===== src/ebwh_pkg.sv =====
package ebwh_pkg;

  // ****************************************
  // Bus cycle lengths in core_clk cycles
  // ****************************************
  localparam logic [1:0] LEN_FAST     = 2'h1;
  localparam logic [1:0] LEN_SEP_WAIT = 2'h2;
  localparam logic [1:0] LEN_MUX_WAIT = 2'h3;
  localparam logic [1:0] LEN_SFR      = 2'h2;

  // ****************************************
  // Register bit positions and reset values
  // ****************************************
  localparam int PM0_STROBE_BIT   = 2;
  localparam int PM0_BCLK_OFF_BIT = 7;
  localparam int PM1_WAIT_BIT     = 7;
  localparam int PROT_PM_BIT      = 1;
  localparam int CSC_FAST_LSB     = 4;
  localparam logic [7:0] PM0_RST  = 8'h00;
  localparam logic [7:0] PM1_RST  = 8'h00;
  localparam logic [7:0] CSC_RST  = 8'h01;

  // ****************************************
  // Address map
  // ****************************************
  localparam logic [19:0] SFR_END      = 20'h003FF;
  localparam logic [19:0] CS3_BASE     = 20'h04000;
  localparam logic [19:0] CS2_BASE     = 20'h08000;
  localparam logic [19:0] CS1_BASE     = 20'h28000;
  localparam logic [19:0] CS0_BASE     = 20'h30000;
  localparam logic [19:0] INT_ROM_BASE = 20'hF0000;

  // ****************************************
  // Types
  // ****************************************
  typedef enum logic [2:0] {EA_SFR, EA_INT, EA_CS0, EA_CS1, EA_CS2, EA_CS3} ebwh_area_t;

  typedef struct packed {
    logic [19:0] addr;
    logic        wr;
    logic        word;
    logic [15:0] wdata;
  } ebwh_req_t;

  typedef struct packed {
    logic [19:0] addr;
    logic        addr_oe;
    logic [15:0] data;
    logic        data_oe;
    logic        rd_n;
    logic        low_byte_write_n;
    logic        high_byte_write_n;
    logic        upper_byte_enable_n;
    logic        strobe_oe;
    logic [3:0]  area_select_n;
    logic        cs_oe;
    logic        ale;
    logic        bus_grant_ack_n;
    logic        bclk;
    logic        bclk_oe;
    logic        shared_port_float;
    logic        port_freeze;
    logic        wdt_pause;
  } ebwh_pins_t;

endpackage


===== src/ebwh_ctrl.sv =====
`timescale 1ns/1ns
module ebwh_ctrl (
  // Clock and reset
  input  wire  logic                 core_clk,
  input  wire  logic                 reset,
  // Configuration writes
  input  wire  logic                 pm0_wr,
  input  wire  logic                 pm1_wr,
  input  wire  logic                 csc_wr,
  input  wire  logic [7:0]           cfg_wdata,
  input  wire  logic [7:0]           protect_reg,
  input  wire  logic                 microproc_mode,
  input  wire  logic [3:0]           mux_area,
  // Requesters
  input  wire  logic                 dma_valid,
  input  wire  ebwh_pkg::ebwh_req_t  dma_req,
  input  wire  logic                 cpu_valid,
  input  wire  ebwh_pkg::ebwh_req_t  cpu_req,
  output logic                       dma_done,
  output logic                       cpu_done,
  output logic [15:0]                rd_data,
  // Configuration readback
  output logic [7:0]                 pm0_q,
  output logic [7:0]                 pm1_q,
  output logic [7:0]                 csc_q,
  // Pins
  input  wire  logic [15:0]          data_i,
  input  wire  logic                 bus_hold_req_n,
  input  wire  logic                 wait_req_n,
  output ebwh_pkg::ebwh_pins_t       pins
);

  // ****************************************
  // Types and functions
  // ****************************************
  typedef enum logic [1:0] {ST_IDLE, ST_ACC, ST_HOLD} ebwh_state_t;

  function automatic ebwh_pkg::ebwh_area_t area_of(input logic [19:0] a, input logic mp);
    if (a <= ebwh_pkg::SFR_END) begin
      area_of = ebwh_pkg::EA_SFR;
    end else if (a < ebwh_pkg::CS3_BASE || (!mp && a >= ebwh_pkg::INT_ROM_BASE)) begin
      area_of = ebwh_pkg::EA_INT;
    end else if (a < ebwh_pkg::CS2_BASE) begin
      area_of = ebwh_pkg::EA_CS3;
    end else if (a < ebwh_pkg::CS1_BASE) begin
      area_of = ebwh_pkg::EA_CS2;
    end else if (a < ebwh_pkg::CS0_BASE) begin
      area_of = ebwh_pkg::EA_CS1;
    end else begin
      area_of = ebwh_pkg::EA_CS0;
    end
  endfunction

  function automatic logic [1:0] cs_idx(input ebwh_pkg::ebwh_area_t ar);
    cs_idx = 2'(ar - ebwh_pkg::EA_CS0);
  endfunction

  // The multiplexed bus is forced to wait so a zero area bit is never needed there.
  function automatic logic [1:0] cyc_len(input ebwh_pkg::ebwh_area_t ar, input logic gw,
                                         input logic [3:0] fast, input logic [3:0] mux);
    case (ar)
      ebwh_pkg::EA_SFR: cyc_len = ebwh_pkg::LEN_SFR;
      ebwh_pkg::EA_INT: cyc_len = gw ? ebwh_pkg::LEN_SEP_WAIT : ebwh_pkg::LEN_FAST;
      default: begin
        if (mux[cs_idx(ar)]) begin
          cyc_len = ebwh_pkg::LEN_MUX_WAIT;
        end else if (gw || !fast[cs_idx(ar)]) begin
          cyc_len = ebwh_pkg::LEN_SEP_WAIT;
        end else begin
          cyc_len = ebwh_pkg::LEN_FAST;
        end
      end
    endcase
  endfunction

  // ****************************************
  // Pin input synchronisers
  // ****************************************
  logic [2:0] hold_s_r, hold_s_nxt, wait_s_r, wait_s_nxt;
  logic       hold_lvl_r, hold_lvl_nxt, wait_lvl_r, wait_lvl_nxt;

  always_comb begin
    hold_s_nxt   = {hold_s_r[1:0], bus_hold_req_n};
    wait_s_nxt   = {wait_s_r[1:0], wait_req_n};
    hold_lvl_nxt = (hold_s_r[1] == hold_s_r[2]) ? hold_s_r[2] : hold_lvl_r;
    wait_lvl_nxt = (wait_s_r[1] == wait_s_r[2]) ? wait_s_r[2] : wait_lvl_r;
  end

  always_ff @(posedge core_clk) begin
    if (reset) begin
      hold_s_r   <= 3'h7;
      wait_s_r   <= 3'h7;
      hold_lvl_r <= 1'b1;
      wait_lvl_r <= 1'b1;
    end else begin
      hold_s_r   <= hold_s_nxt;
      wait_s_r   <= wait_s_nxt;
      hold_lvl_r <= hold_lvl_nxt;
      wait_lvl_r <= wait_lvl_nxt;
    end
  end

  // ****************************************
  // Mode and chip select registers
  // ****************************************
  logic [7:0] pm0_r, pm0_nxt, pm1_r, pm1_nxt, csc_r, csc_nxt;
  logic       prot_ok;

  assign prot_ok = protect_reg[ebwh_pkg::PROT_PM_BIT];

  always_comb begin
    pm0_nxt = (pm0_wr && prot_ok) ? cfg_wdata : pm0_r;
    pm1_nxt = (pm1_wr && prot_ok) ? cfg_wdata : pm1_r;
    csc_nxt = csc_wr ? cfg_wdata : csc_r;
  end

  always_ff @(posedge core_clk) begin
    if (reset) begin
      pm0_r <= ebwh_pkg::PM0_RST;
      pm1_r <= ebwh_pkg::PM1_RST;
      csc_r <= ebwh_pkg::CSC_RST;
    end else begin
      pm0_r <= pm0_nxt;
      pm1_r <= pm1_nxt;
      csc_r <= csc_nxt;
    end
  end

  assign pm0_q = pm0_r;
  assign pm1_q = pm1_r;
  assign csc_q = csc_r;

  // ****************************************
  // Bus cycle sequencer
  // ****************************************
  ebwh_state_t          st_r, st_nxt;
  logic [1:0]           cnt_r, cnt_nxt, len_r, len_nxt;
  ebwh_pkg::ebwh_req_t  cur_r, cur_nxt;
  ebwh_pkg::ebwh_area_t area_r, area_nxt;
  logic                 own_dma_r, own_dma_nxt, rdy_use_r, rdy_use_nxt;
  logic                 start_r, start_nxt, dma_done_r, dma_done_nxt, cpu_done_r, cpu_done_nxt;
  logic [15:0]          rdata_r, rdata_nxt;
  ebwh_pkg::ebwh_pins_t pins_r, pins_nxt;
  logic [3:0]           cs_fast;
  logic                 gwait, sep_strobe;

  assign cs_fast    = csc_r[ebwh_pkg::CSC_FAST_LSB +: 4];
  assign gwait      = pm1_r[ebwh_pkg::PM1_WAIT_BIT];
  assign sep_strobe = pm0_r[ebwh_pkg::PM0_STROBE_BIT];

  always_comb begin
    st_nxt       = st_r;
    cnt_nxt      = cnt_r;
    len_nxt      = len_r;
    cur_nxt      = cur_r;
    area_nxt     = area_r;
    own_dma_nxt  = own_dma_r;
    rdy_use_nxt  = rdy_use_r;
    start_nxt    = 1'b0;
    dma_done_nxt = 1'b0;
    cpu_done_nxt = 1'b0;
    rdata_nxt    = rdata_r;
    pins_nxt     = pins_r;
    pins_nxt.bclk    = ~pins_r.bclk;
    pins_nxt.bclk_oe = ~pm0_r[ebwh_pkg::PM0_BCLK_OFF_BIT];
    case (st_r)
      ST_IDLE: begin
        if (!hold_lvl_r) begin
          st_nxt = ST_HOLD;
          pins_nxt.addr_oe           = 1'b0;
          pins_nxt.data_oe           = 1'b0;
          pins_nxt.strobe_oe         = 1'b0;
          pins_nxt.cs_oe             = 1'b0;
          pins_nxt.bus_grant_ack_n   = 1'b0;
          pins_nxt.shared_port_float = 1'b1;
          pins_nxt.port_freeze       = 1'b1;
          pins_nxt.wdt_pause         = 1'b1;
        end else if (dma_valid || cpu_valid) begin
          st_nxt      = ST_ACC;
          start_nxt   = 1'b1;
          own_dma_nxt = dma_valid;
          cur_nxt     = dma_valid ? dma_req : cpu_req;
          area_nxt    = area_of(cur_nxt.addr, microproc_mode);
          len_nxt     = cyc_len(area_nxt, gwait, cs_fast, mux_area);
          cnt_nxt     = len_nxt;
          rdy_use_nxt = (area_nxt >= ebwh_pkg::EA_CS0) && !cs_fast[cs_idx(area_nxt)];
          if (area_nxt != ebwh_pkg::EA_INT) begin
            pins_nxt.addr    = cur_nxt.addr;
            pins_nxt.data    = cur_nxt.wdata;
            pins_nxt.data_oe = cur_nxt.wr;
            pins_nxt.rd_n    = cur_nxt.wr;
            pins_nxt.upper_byte_enable_n = !(cur_nxt.word || cur_nxt.addr[0]);
            if (sep_strobe) begin
              pins_nxt.low_byte_write_n  = !(cur_nxt.wr && (cur_nxt.word || !cur_nxt.addr[0]));
              pins_nxt.high_byte_write_n = !(cur_nxt.wr && (cur_nxt.word || cur_nxt.addr[0]));
            end else begin
              pins_nxt.low_byte_write_n  = !cur_nxt.wr;
              pins_nxt.high_byte_write_n = 1'b1;
            end
          end
          if (area_nxt >= ebwh_pkg::EA_CS0) begin
            pins_nxt.area_select_n = ~(4'h1 << cs_idx(area_nxt));
            pins_nxt.ale           = mux_area[cs_idx(area_nxt)];
          end
        end
      end
      ST_ACC: begin
        pins_nxt.ale = 1'b0;
        if (cnt_r == 2'h1 && !(rdy_use_r && !wait_lvl_r)) begin
          st_nxt       = ST_IDLE;
          dma_done_nxt = own_dma_r;
          cpu_done_nxt = !own_dma_r;
          rdata_nxt    = data_i;
          pins_nxt.rd_n              = 1'b1;
          pins_nxt.low_byte_write_n  = 1'b1;
          pins_nxt.high_byte_write_n = 1'b1;
          pins_nxt.area_select_n     = 4'hF;
          pins_nxt.data_oe           = 1'b0;
        end else if (cnt_r > 2'h1) begin
          cnt_nxt = cnt_r - 2'h1;
        end
      end
      default: begin
        if (hold_lvl_r) begin
          st_nxt = ST_IDLE;
          pins_nxt.addr_oe           = 1'b1;
          pins_nxt.strobe_oe         = 1'b1;
          pins_nxt.cs_oe             = 1'b1;
          pins_nxt.bus_grant_ack_n   = 1'b1;
          pins_nxt.shared_port_float = 1'b0;
          pins_nxt.port_freeze       = 1'b0;
          pins_nxt.wdt_pause         = 1'b0;
        end
      end
    endcase
  end

  always_ff @(posedge core_clk) begin
    if (reset) begin
      st_r       <= ST_IDLE;
      cnt_r      <= 2'h0;
      len_r      <= 2'h0;
      cur_r      <= '0;
      area_r     <= ebwh_pkg::EA_INT;
      own_dma_r  <= 1'b0;
      rdy_use_r  <= 1'b0;
      start_r    <= 1'b0;
      dma_done_r <= 1'b0;
      cpu_done_r <= 1'b0;
      rdata_r    <= 16'h0000;
      pins_r     <= '{addr: 20'h00000, data: 16'h0000, area_select_n: 4'hF, rd_n: 1'b1,
                      low_byte_write_n: 1'b1, high_byte_write_n: 1'b1,
                      upper_byte_enable_n: 1'b1, addr_oe: 1'b1, strobe_oe: 1'b1,
                      cs_oe: 1'b1, bus_grant_ack_n: 1'b1, bclk_oe: 1'b1, default: 1'b0};
    end else begin
      st_r       <= st_nxt;
      cnt_r      <= cnt_nxt;
      len_r      <= len_nxt;
      cur_r      <= cur_nxt;
      area_r     <= area_nxt;
      own_dma_r  <= own_dma_nxt;
      rdy_use_r  <= rdy_use_nxt;
      start_r    <= start_nxt;
      dma_done_r <= dma_done_nxt;
      cpu_done_r <= cpu_done_nxt;
      rdata_r    <= rdata_nxt;
      pins_r     <= pins_nxt;
    end
  end

  assign pins     = pins_r;
  assign dma_done = dma_done_r;
  assign cpu_done = cpu_done_r;
  assign rd_data  = rdata_r;
endmodule


===== config.mk =====
export PLATFORM = sky130hd
export DESIGN_NAME = ebwh_ctrl
export DESIGN_NICKNAME = d
export VERILOG_FILES = /design/src/ebwh_pkg.sv /design/src/ebwh_ctrl.sv
export SDC_FILE = /design/constraint.sdc
export NUM_CORES = 1
export LEC_CHECK = 0
export BUFFER_PORTS_ARGS = -buffer_cell sky130_fd_sc_hd__buf_2
export CAP_MARGIN = 20
export CORE_UTILIZATION = 40
export DETAILED_ROUTE_END_ITERATION = 8
export PLACE_DENSITY = 0.7
export SYNTH_ARGS = -nofsm -noshare
export SYNTH_HDL_FRONTEND = slang
export SYNTH_SLANG_ARGS = --single-unit

===== constraint.sdc =====
create_clock -name core_clk -period 3.4 [get_ports core_clk]
set_clock_uncertainty 0.2 [all_clocks]
set_input_delay 0.68 -clock core_clk [delete_from_list [all_inputs] [get_ports core_clk]]
set_output_delay 0.68 -clock core_clk [all_outputs]
set_load 0.03 [all_outputs]

# == Word-level counts from Yosys, hierarchy flattened ==
# Index checks and enable logic that the tools add are counted.
# classes
magnitude_cmp,9
n_addsub,2
shift,1
reduce_logical,39
bitwise,5
n_mux,49
n_eq_ne,16
# op_table
op,n
"less-than comparator 20 x 18 -> 1 bit, second input constant",2
two-way mux 38 bit,1
two-way mux 3 bit,9
two-way mux 2 bit,12
two-way mux 4 bit,6
"greater-or-equal comparator 20 bit, second input constant",1
"<= comparator 20 x 10 -> 1 bit, second input constant",1
"less-than comparator 20 x 15 -> 1 bit, second input constant",1
"less-than comparator 20 x 16 -> 1 bit, second input constant",1
"inequality test 2 bit, second input constant",8
case mux 4 bit (2 select lines),2
AND reduction 5 bit,3
case mux 2 bit (2 select lines),3
AND reduction 4 bit,3
logical NOT 1 bit,10
two-way mux 5 bit,2
two-way mux 1 bit,9
AND reduction 3 bit,3
logical AND 1 bit,8
"inequality test 3 bit, second input constant",2
case mux 3 bit (2 select lines),1
logical OR 1 bit,5
binary-select mux 1 bit (select 2 bit),2
"== test 2 x 1 -> 1 bit, second input constant",2
other kinds (18),24
# word_totals
register_bits,108
out_inout_bits,97
elab_cells,150

# == Depth between registers and ports, before layout ==
# logic_depth
depth_word,21
depth_mapped,11
ltp_nobuf,8

# == Worst setup path after synthesis ==
# No wires, ideal clock.
# synth_timing
kind,input -> register
startpoint,input port dma_valid
endpoint,register pins_r (netlist bit pins[17])
setup_slack_ns,0.760
t_arrival_ns,2.313
n_path_buf,1
stages,8
setup_time_ns,0.127
cell_sequence,buf_6 > nor4_4 > o22ai_2 > or2_4 > a2bb2o_4 > a221o_1 > a32o_1 > nor2b_1
# synth_via
elab_chain_len,13
word_cells_on_any_way,26
cone_classes,order compare: 6; eq/ne: 3; mux: 13; reduce/logical: 4
# synth_rtl
element,line,text
start: declaration,ebwh_ctrl.sv:15,"input wire logic dma_valid,"
two-way mux 38 bit,ebwh_ctrl.sv:182,cur_nxt = dma_valid ? dma_req : cpu_req;
less-than comparator 20 x 18 -> 1 bit,ebwh_ctrl.sv:47,end else if (a < ebwh_pkg::CS0_BASE) begin
two-way mux 1 bit,ebwh_ctrl.sv:47,
two-way mux 3 bit,ebwh_ctrl.sv:45,end else if (a < ebwh_pkg::CS1_BASE) begin
two-way mux 3 bit,ebwh_ctrl.sv:43,end else if (a < ebwh_pkg::CS2_BASE) begin
two-way mux 3 bit,ebwh_ctrl.sv:41,end else if (a < ebwh_pkg::CS3_BASE || (!mp && a >= ebwh_pkg::INT_ROM_BASE)) begin
two-way mux 3 bit,ebwh_ctrl.sv:39,if (a <= ebwh_pkg::SFR_END) begin
two-way mux 3 bit,ebwh_ctrl.sv:178,end else if (dma_valid || cpu_valid) begin
two-way mux 3 bit,ebwh_ctrl.sv:168,if (!hold_lvl_r) begin
two-way mux 3 bit,ebwh_ctrl.sv:166,case (st_r)
inequality test 3 x 1 -> 1 bit,ebwh_ctrl.sv:187,if (area_nxt != ebwh_pkg::EA_INT) begin
inequality test 3 bit (no line),-,
AND reduction 4 bit (no line),-,
end signal: assignment,ebwh_ctrl.sv:251,"pins_r <= '{addr: 20'h00000, data: 16'h0000, area_select_n: 4'hF, rd_n: 1'b1,"
end signal: assignment,ebwh_ctrl.sv:267,pins_r <= pins_nxt;
end: declaration,ebwh_ctrl.sv:143,"ebwh_pkg::ebwh_pins_t pins_r, pins_nxt;"
# Several ways; a longest one is shown, not always the timed one. The select of a mux whose other input is x is not followed.
# A chain may end at the register's enable or synchronous reset.

# == Worst setup path in the final report ==
# layout_timing
startpoint,input port dma_valid
endpoint,register pins_r (netlist bit pins[48])
# layout_via
elab_chain_len,12
word_cells_on_any_way,20
cone_classes,order compare: 6; eq/ne: 1; mux: 9; reduce/logical: 4
# layout_rtl
element,line
two-way mux 38 bit,ebwh_ctrl.sv:182
less-than comparator 20 x 18 -> 1 bit,ebwh_ctrl.sv:47
two-way mux 1 bit,ebwh_ctrl.sv:47
two-way mux 3 bit,ebwh_ctrl.sv:45
two-way mux 3 bit,ebwh_ctrl.sv:43
two-way mux 3 bit,ebwh_ctrl.sv:41
two-way mux 3 bit,ebwh_ctrl.sv:39
two-way mux 3 bit,ebwh_ctrl.sv:178
two-way mux 3 bit,ebwh_ctrl.sv:168
two-way mux 3 bit,ebwh_ctrl.sv:166
inequality test 3 x 1 -> 1 bit,ebwh_ctrl.sv:187
AND reduction 4 bit (no line),-
# Several ways; a longest one is shown, not always the timed one. The select of a mux whose other input is x is not followed.

==> impl_metrics.csv <==
group,metric,value,unit
worst_setup_path,slowest_stage,"buf_2",
final_layout,utilization,52.3,%
floorplanning,dieHeight,113,um
sta,hold_viol,0,
worst_setup_path,path_cells,"buf_2, nor4b_2, o22ai_2, or2_4, a21oi_2, and2_4, buf_4, nor2_2, a211oi_2",
final_layout,final_net_count,828,
placement,dp.cells,841,
sta,post-route-period-util,82.7,%
clock_network,cts_sinks,106,
pwr,switching_share,29.9,%
sta,relSlewSlack,52.8,%
route,drc,0,
logic_synthesis,syn_area_per_cell,9.47,um^2
worst_hold_path,hold_class,"flip-flop to flip-flop",
placement,gp_congestion,0.811,
logic_synthesis,syn_nets,639,
logic_synthesis,synth_edf_count,0,
route,vias,4429,
floorplanning,io_pins,219,
logic_synthesis,synth_top_area_cell,"dfxtp_1",
clock_network,cts-root-buf,"clkbuf_16",
global_route,grt.overflow.total,0,
pwr,power_leakage,2.86,nW
route,drt-vias-per-instance,5.17,
logic_synthesis,synth_commonest_cells,"dfxtp_1, nand2_1, nor2_1, a21oi_1, mux2i_1",
clock_network,clk_latency,340,ps
worst_setup_path,startpoint_type,"primary input",
worst_setup_path,cp_data_arrival_time,2870,ps
logic_synthesis,synthMuxAreaShare,9.75,%
global_route,grt_start_max_net_pins,55,
clock_network,cts_resized,0,
logic_synthesis,ys_seq_area_share,43.4,%
logic_synthesis,synth-xor-area-share,0.179,%
logic_synthesis,postSynth.asyncResetShare,0,%
route,drt-total-wl,12.2,mm
clock_network,cts_setup_buffers,0,
worst_setup_path,cp_data_required_time,3460,ps
worst_setup_path,critPathCaptureType,"flip-flop",
global_route,antenna_found_initial,1,
worst_setup_path,reg2reg_slack,1240,ps
global_route,gr-usage-all-layers,19.6,%
worst_setup_path,max_stage_delay,360,ps
logic_synthesis,synth_area_leaders,"dfxtp_1, a211oi_2, mux2i_1",
sta,fin_ws,587,ps
route,drtIter0Drc,193,
logic_synthesis,synth_top_flop_cell,"dfxtp_1",
logic_synthesis,yosysUniqueCellTypes,60,
pwr,power_frac_seq,42.9,%
floorplanning,fp.coreArea,12000,um^2
final_layout,stdcell_count,857,
route,ant_nets,0,
placement,hpwl,9.28,mm
pwr,peakVddDrop,310,uV
global_route,grt_pass1_wl,19.8,mm
logic_synthesis,synth_area,4890,um^2
logic_synthesis,synth.top_cell.area_share,43.4,%
clock_network,cts_buffer_depth,2,
final_layout,drive_above_1_share,43.3,%
pwr,power_density,519,nW/um^2
clock_network,cts_buffers,9,
sta,timing.fmax,356,MHz
placement,io_buffers,211,
floorplanning,initial_utilization,40.9,%
sta,tightest_slew,700,ps
logic_synthesis,synth_top_family_by_area,"compound AO/OA/AOI/OAI gates",
pwr,pwr-share-clk,34.1,%
run_status,status,"finished, final reports clean",
pwr,p_switching,0.969,mW
route,routedWlPerCell,14.3,um
pwr,total_power,3.24,mW
clock_network,cts_tree,"done",
floorplanning,rows,40,
job,drv_cap,0,
sta,tns,0,ps
sta,finalMaxSlewViolations,0,
sta,setup_viol,0,
clock_network,h-tree-depth,3,
worst_setup_path,critPathMaxFanout,20,
pwr,intPower,2.27,mW
logic_synthesis,yosysWarnings,0,
clock_network,clk_pin_slew_worst_paths,70,ps
global_route,grt_pass1_vias,4256,
final_layout,post-route-cell-area,6250,um^2
logic_synthesis,synth_compound_area_share,21.2,%
logic_synthesis,netlist_instances,516,
floorplanning,die_area,12700,um^2
sta,grt_setup_unrepaired,"false",
placement,dpl_cell_area,5930,um^2
clock_network,holdBufCountCts,0,
worst_setup_path,path_class,"primary input to flip-flop",
sta,hold_slack,218,ps
logic_synthesis,synthAdderAreaFrac,0.256,%
floorplanning,die_w,113,um
final_layout,syn_to_final_growth,27.9,%
pwr,p_comb_share,23.0,%
placement,dp_worst_setup_slack,232,ps
sta,post-route-min-period,2810,ps
logic_synthesis,yosysMostFrequentCell,"dfxtp_1",
logic_synthesis,synth-seq-cells,106,
route,firstDrtPassIters,4,
logic_synthesis,synth_simple_gate_area_share,19.3,%
-- power groups by stage --
stage                     Clock (mW)  Sequential (mW)  Combinational, mW
after floorplan                    0             1.58              0.388
after global placement             0             1.42              0.731
after detailed placement           0             1.42              0.750
after CTS                       1.15             1.39              0.752
after global routing            1.20             1.41              0.804
final                           1.10             1.39              0.745
-- area by class of cell --
cell class / count / area (um^2)
clock buffers: 11 / 243
diodes: 1 / 2.50
well taps: 147 / 184
inverters: 3 / 11.3
flip-flops and latches: 106 / 2120
fillers: 1123 / 5710
clock inverters: 4 / 76.3
multi-input cells: 365 / 2470
repair buffers: 220 / 1140
-- worst max-delay path, delay by kind of cell --
family	cells	cell delay [ps]
simple gates	4	920
buf+inv	2	660
compound gates	3	590
-- final timing paths --
path                            depth (start not counted)           to   startpoint
worst min register to register                          1  hold_s_r[1]  hold_s_r[0]
worst max-delay path                                    9     pins[48]    dma_valid
worst min-delay path                                    1  hold_s_r[1]  hold_s_r[0]
worst max register to register                          7     cnt_r[1]   hold_lvl_r
-- state kept, by name, indices dropped and copies added, names as in the netlist, 2 cells and up --
signal    flops
cnt_r         2
csc_q         8
hold_s_r      3
pins         50
pm0_q         8
pm1_q         8
rd_data      16
st_r          2
wait_s_r      3
-- routing by layer --
metal  vias up  wire, um  track usage (%)
met5         -         0                0
met4         0       195             8.53
met3        14       921             5.24
met2       176      5950             35.2
met1      2026      5160             21.7
li1       2213         -                -
-- cell families (layout without fill, tap and decap cells) --
| logic type | count (synthesis) | after routing |
|---|---|---|
| compound gates | 122 | 122 |
| xor+xnor | 1 | 1 |
| fa+ha+maj | 1 | 1 |
| buf+inv | 45 | 238 |
| flops | 106 | 106 |
| mux | 47 | 47 |
| other cells | 0 | 1 |
| simple gates | 194 | 194 |
-- cell usage in the layout (no fill, tap or decap), drive strengths merged, types with 4 or more instances in the layout --
master and n:
nor2 67, nor3 10, a21oi 46, nand3 18
mux2i 45, clkbuf 11, nand2b 7, a211oi 36
o21bai 7, o21ai 5, nand2 60, or2 10
dfxtp 106, o22ai 4, buf 220
Note: power is estimated with default switching activity, not from simulation.
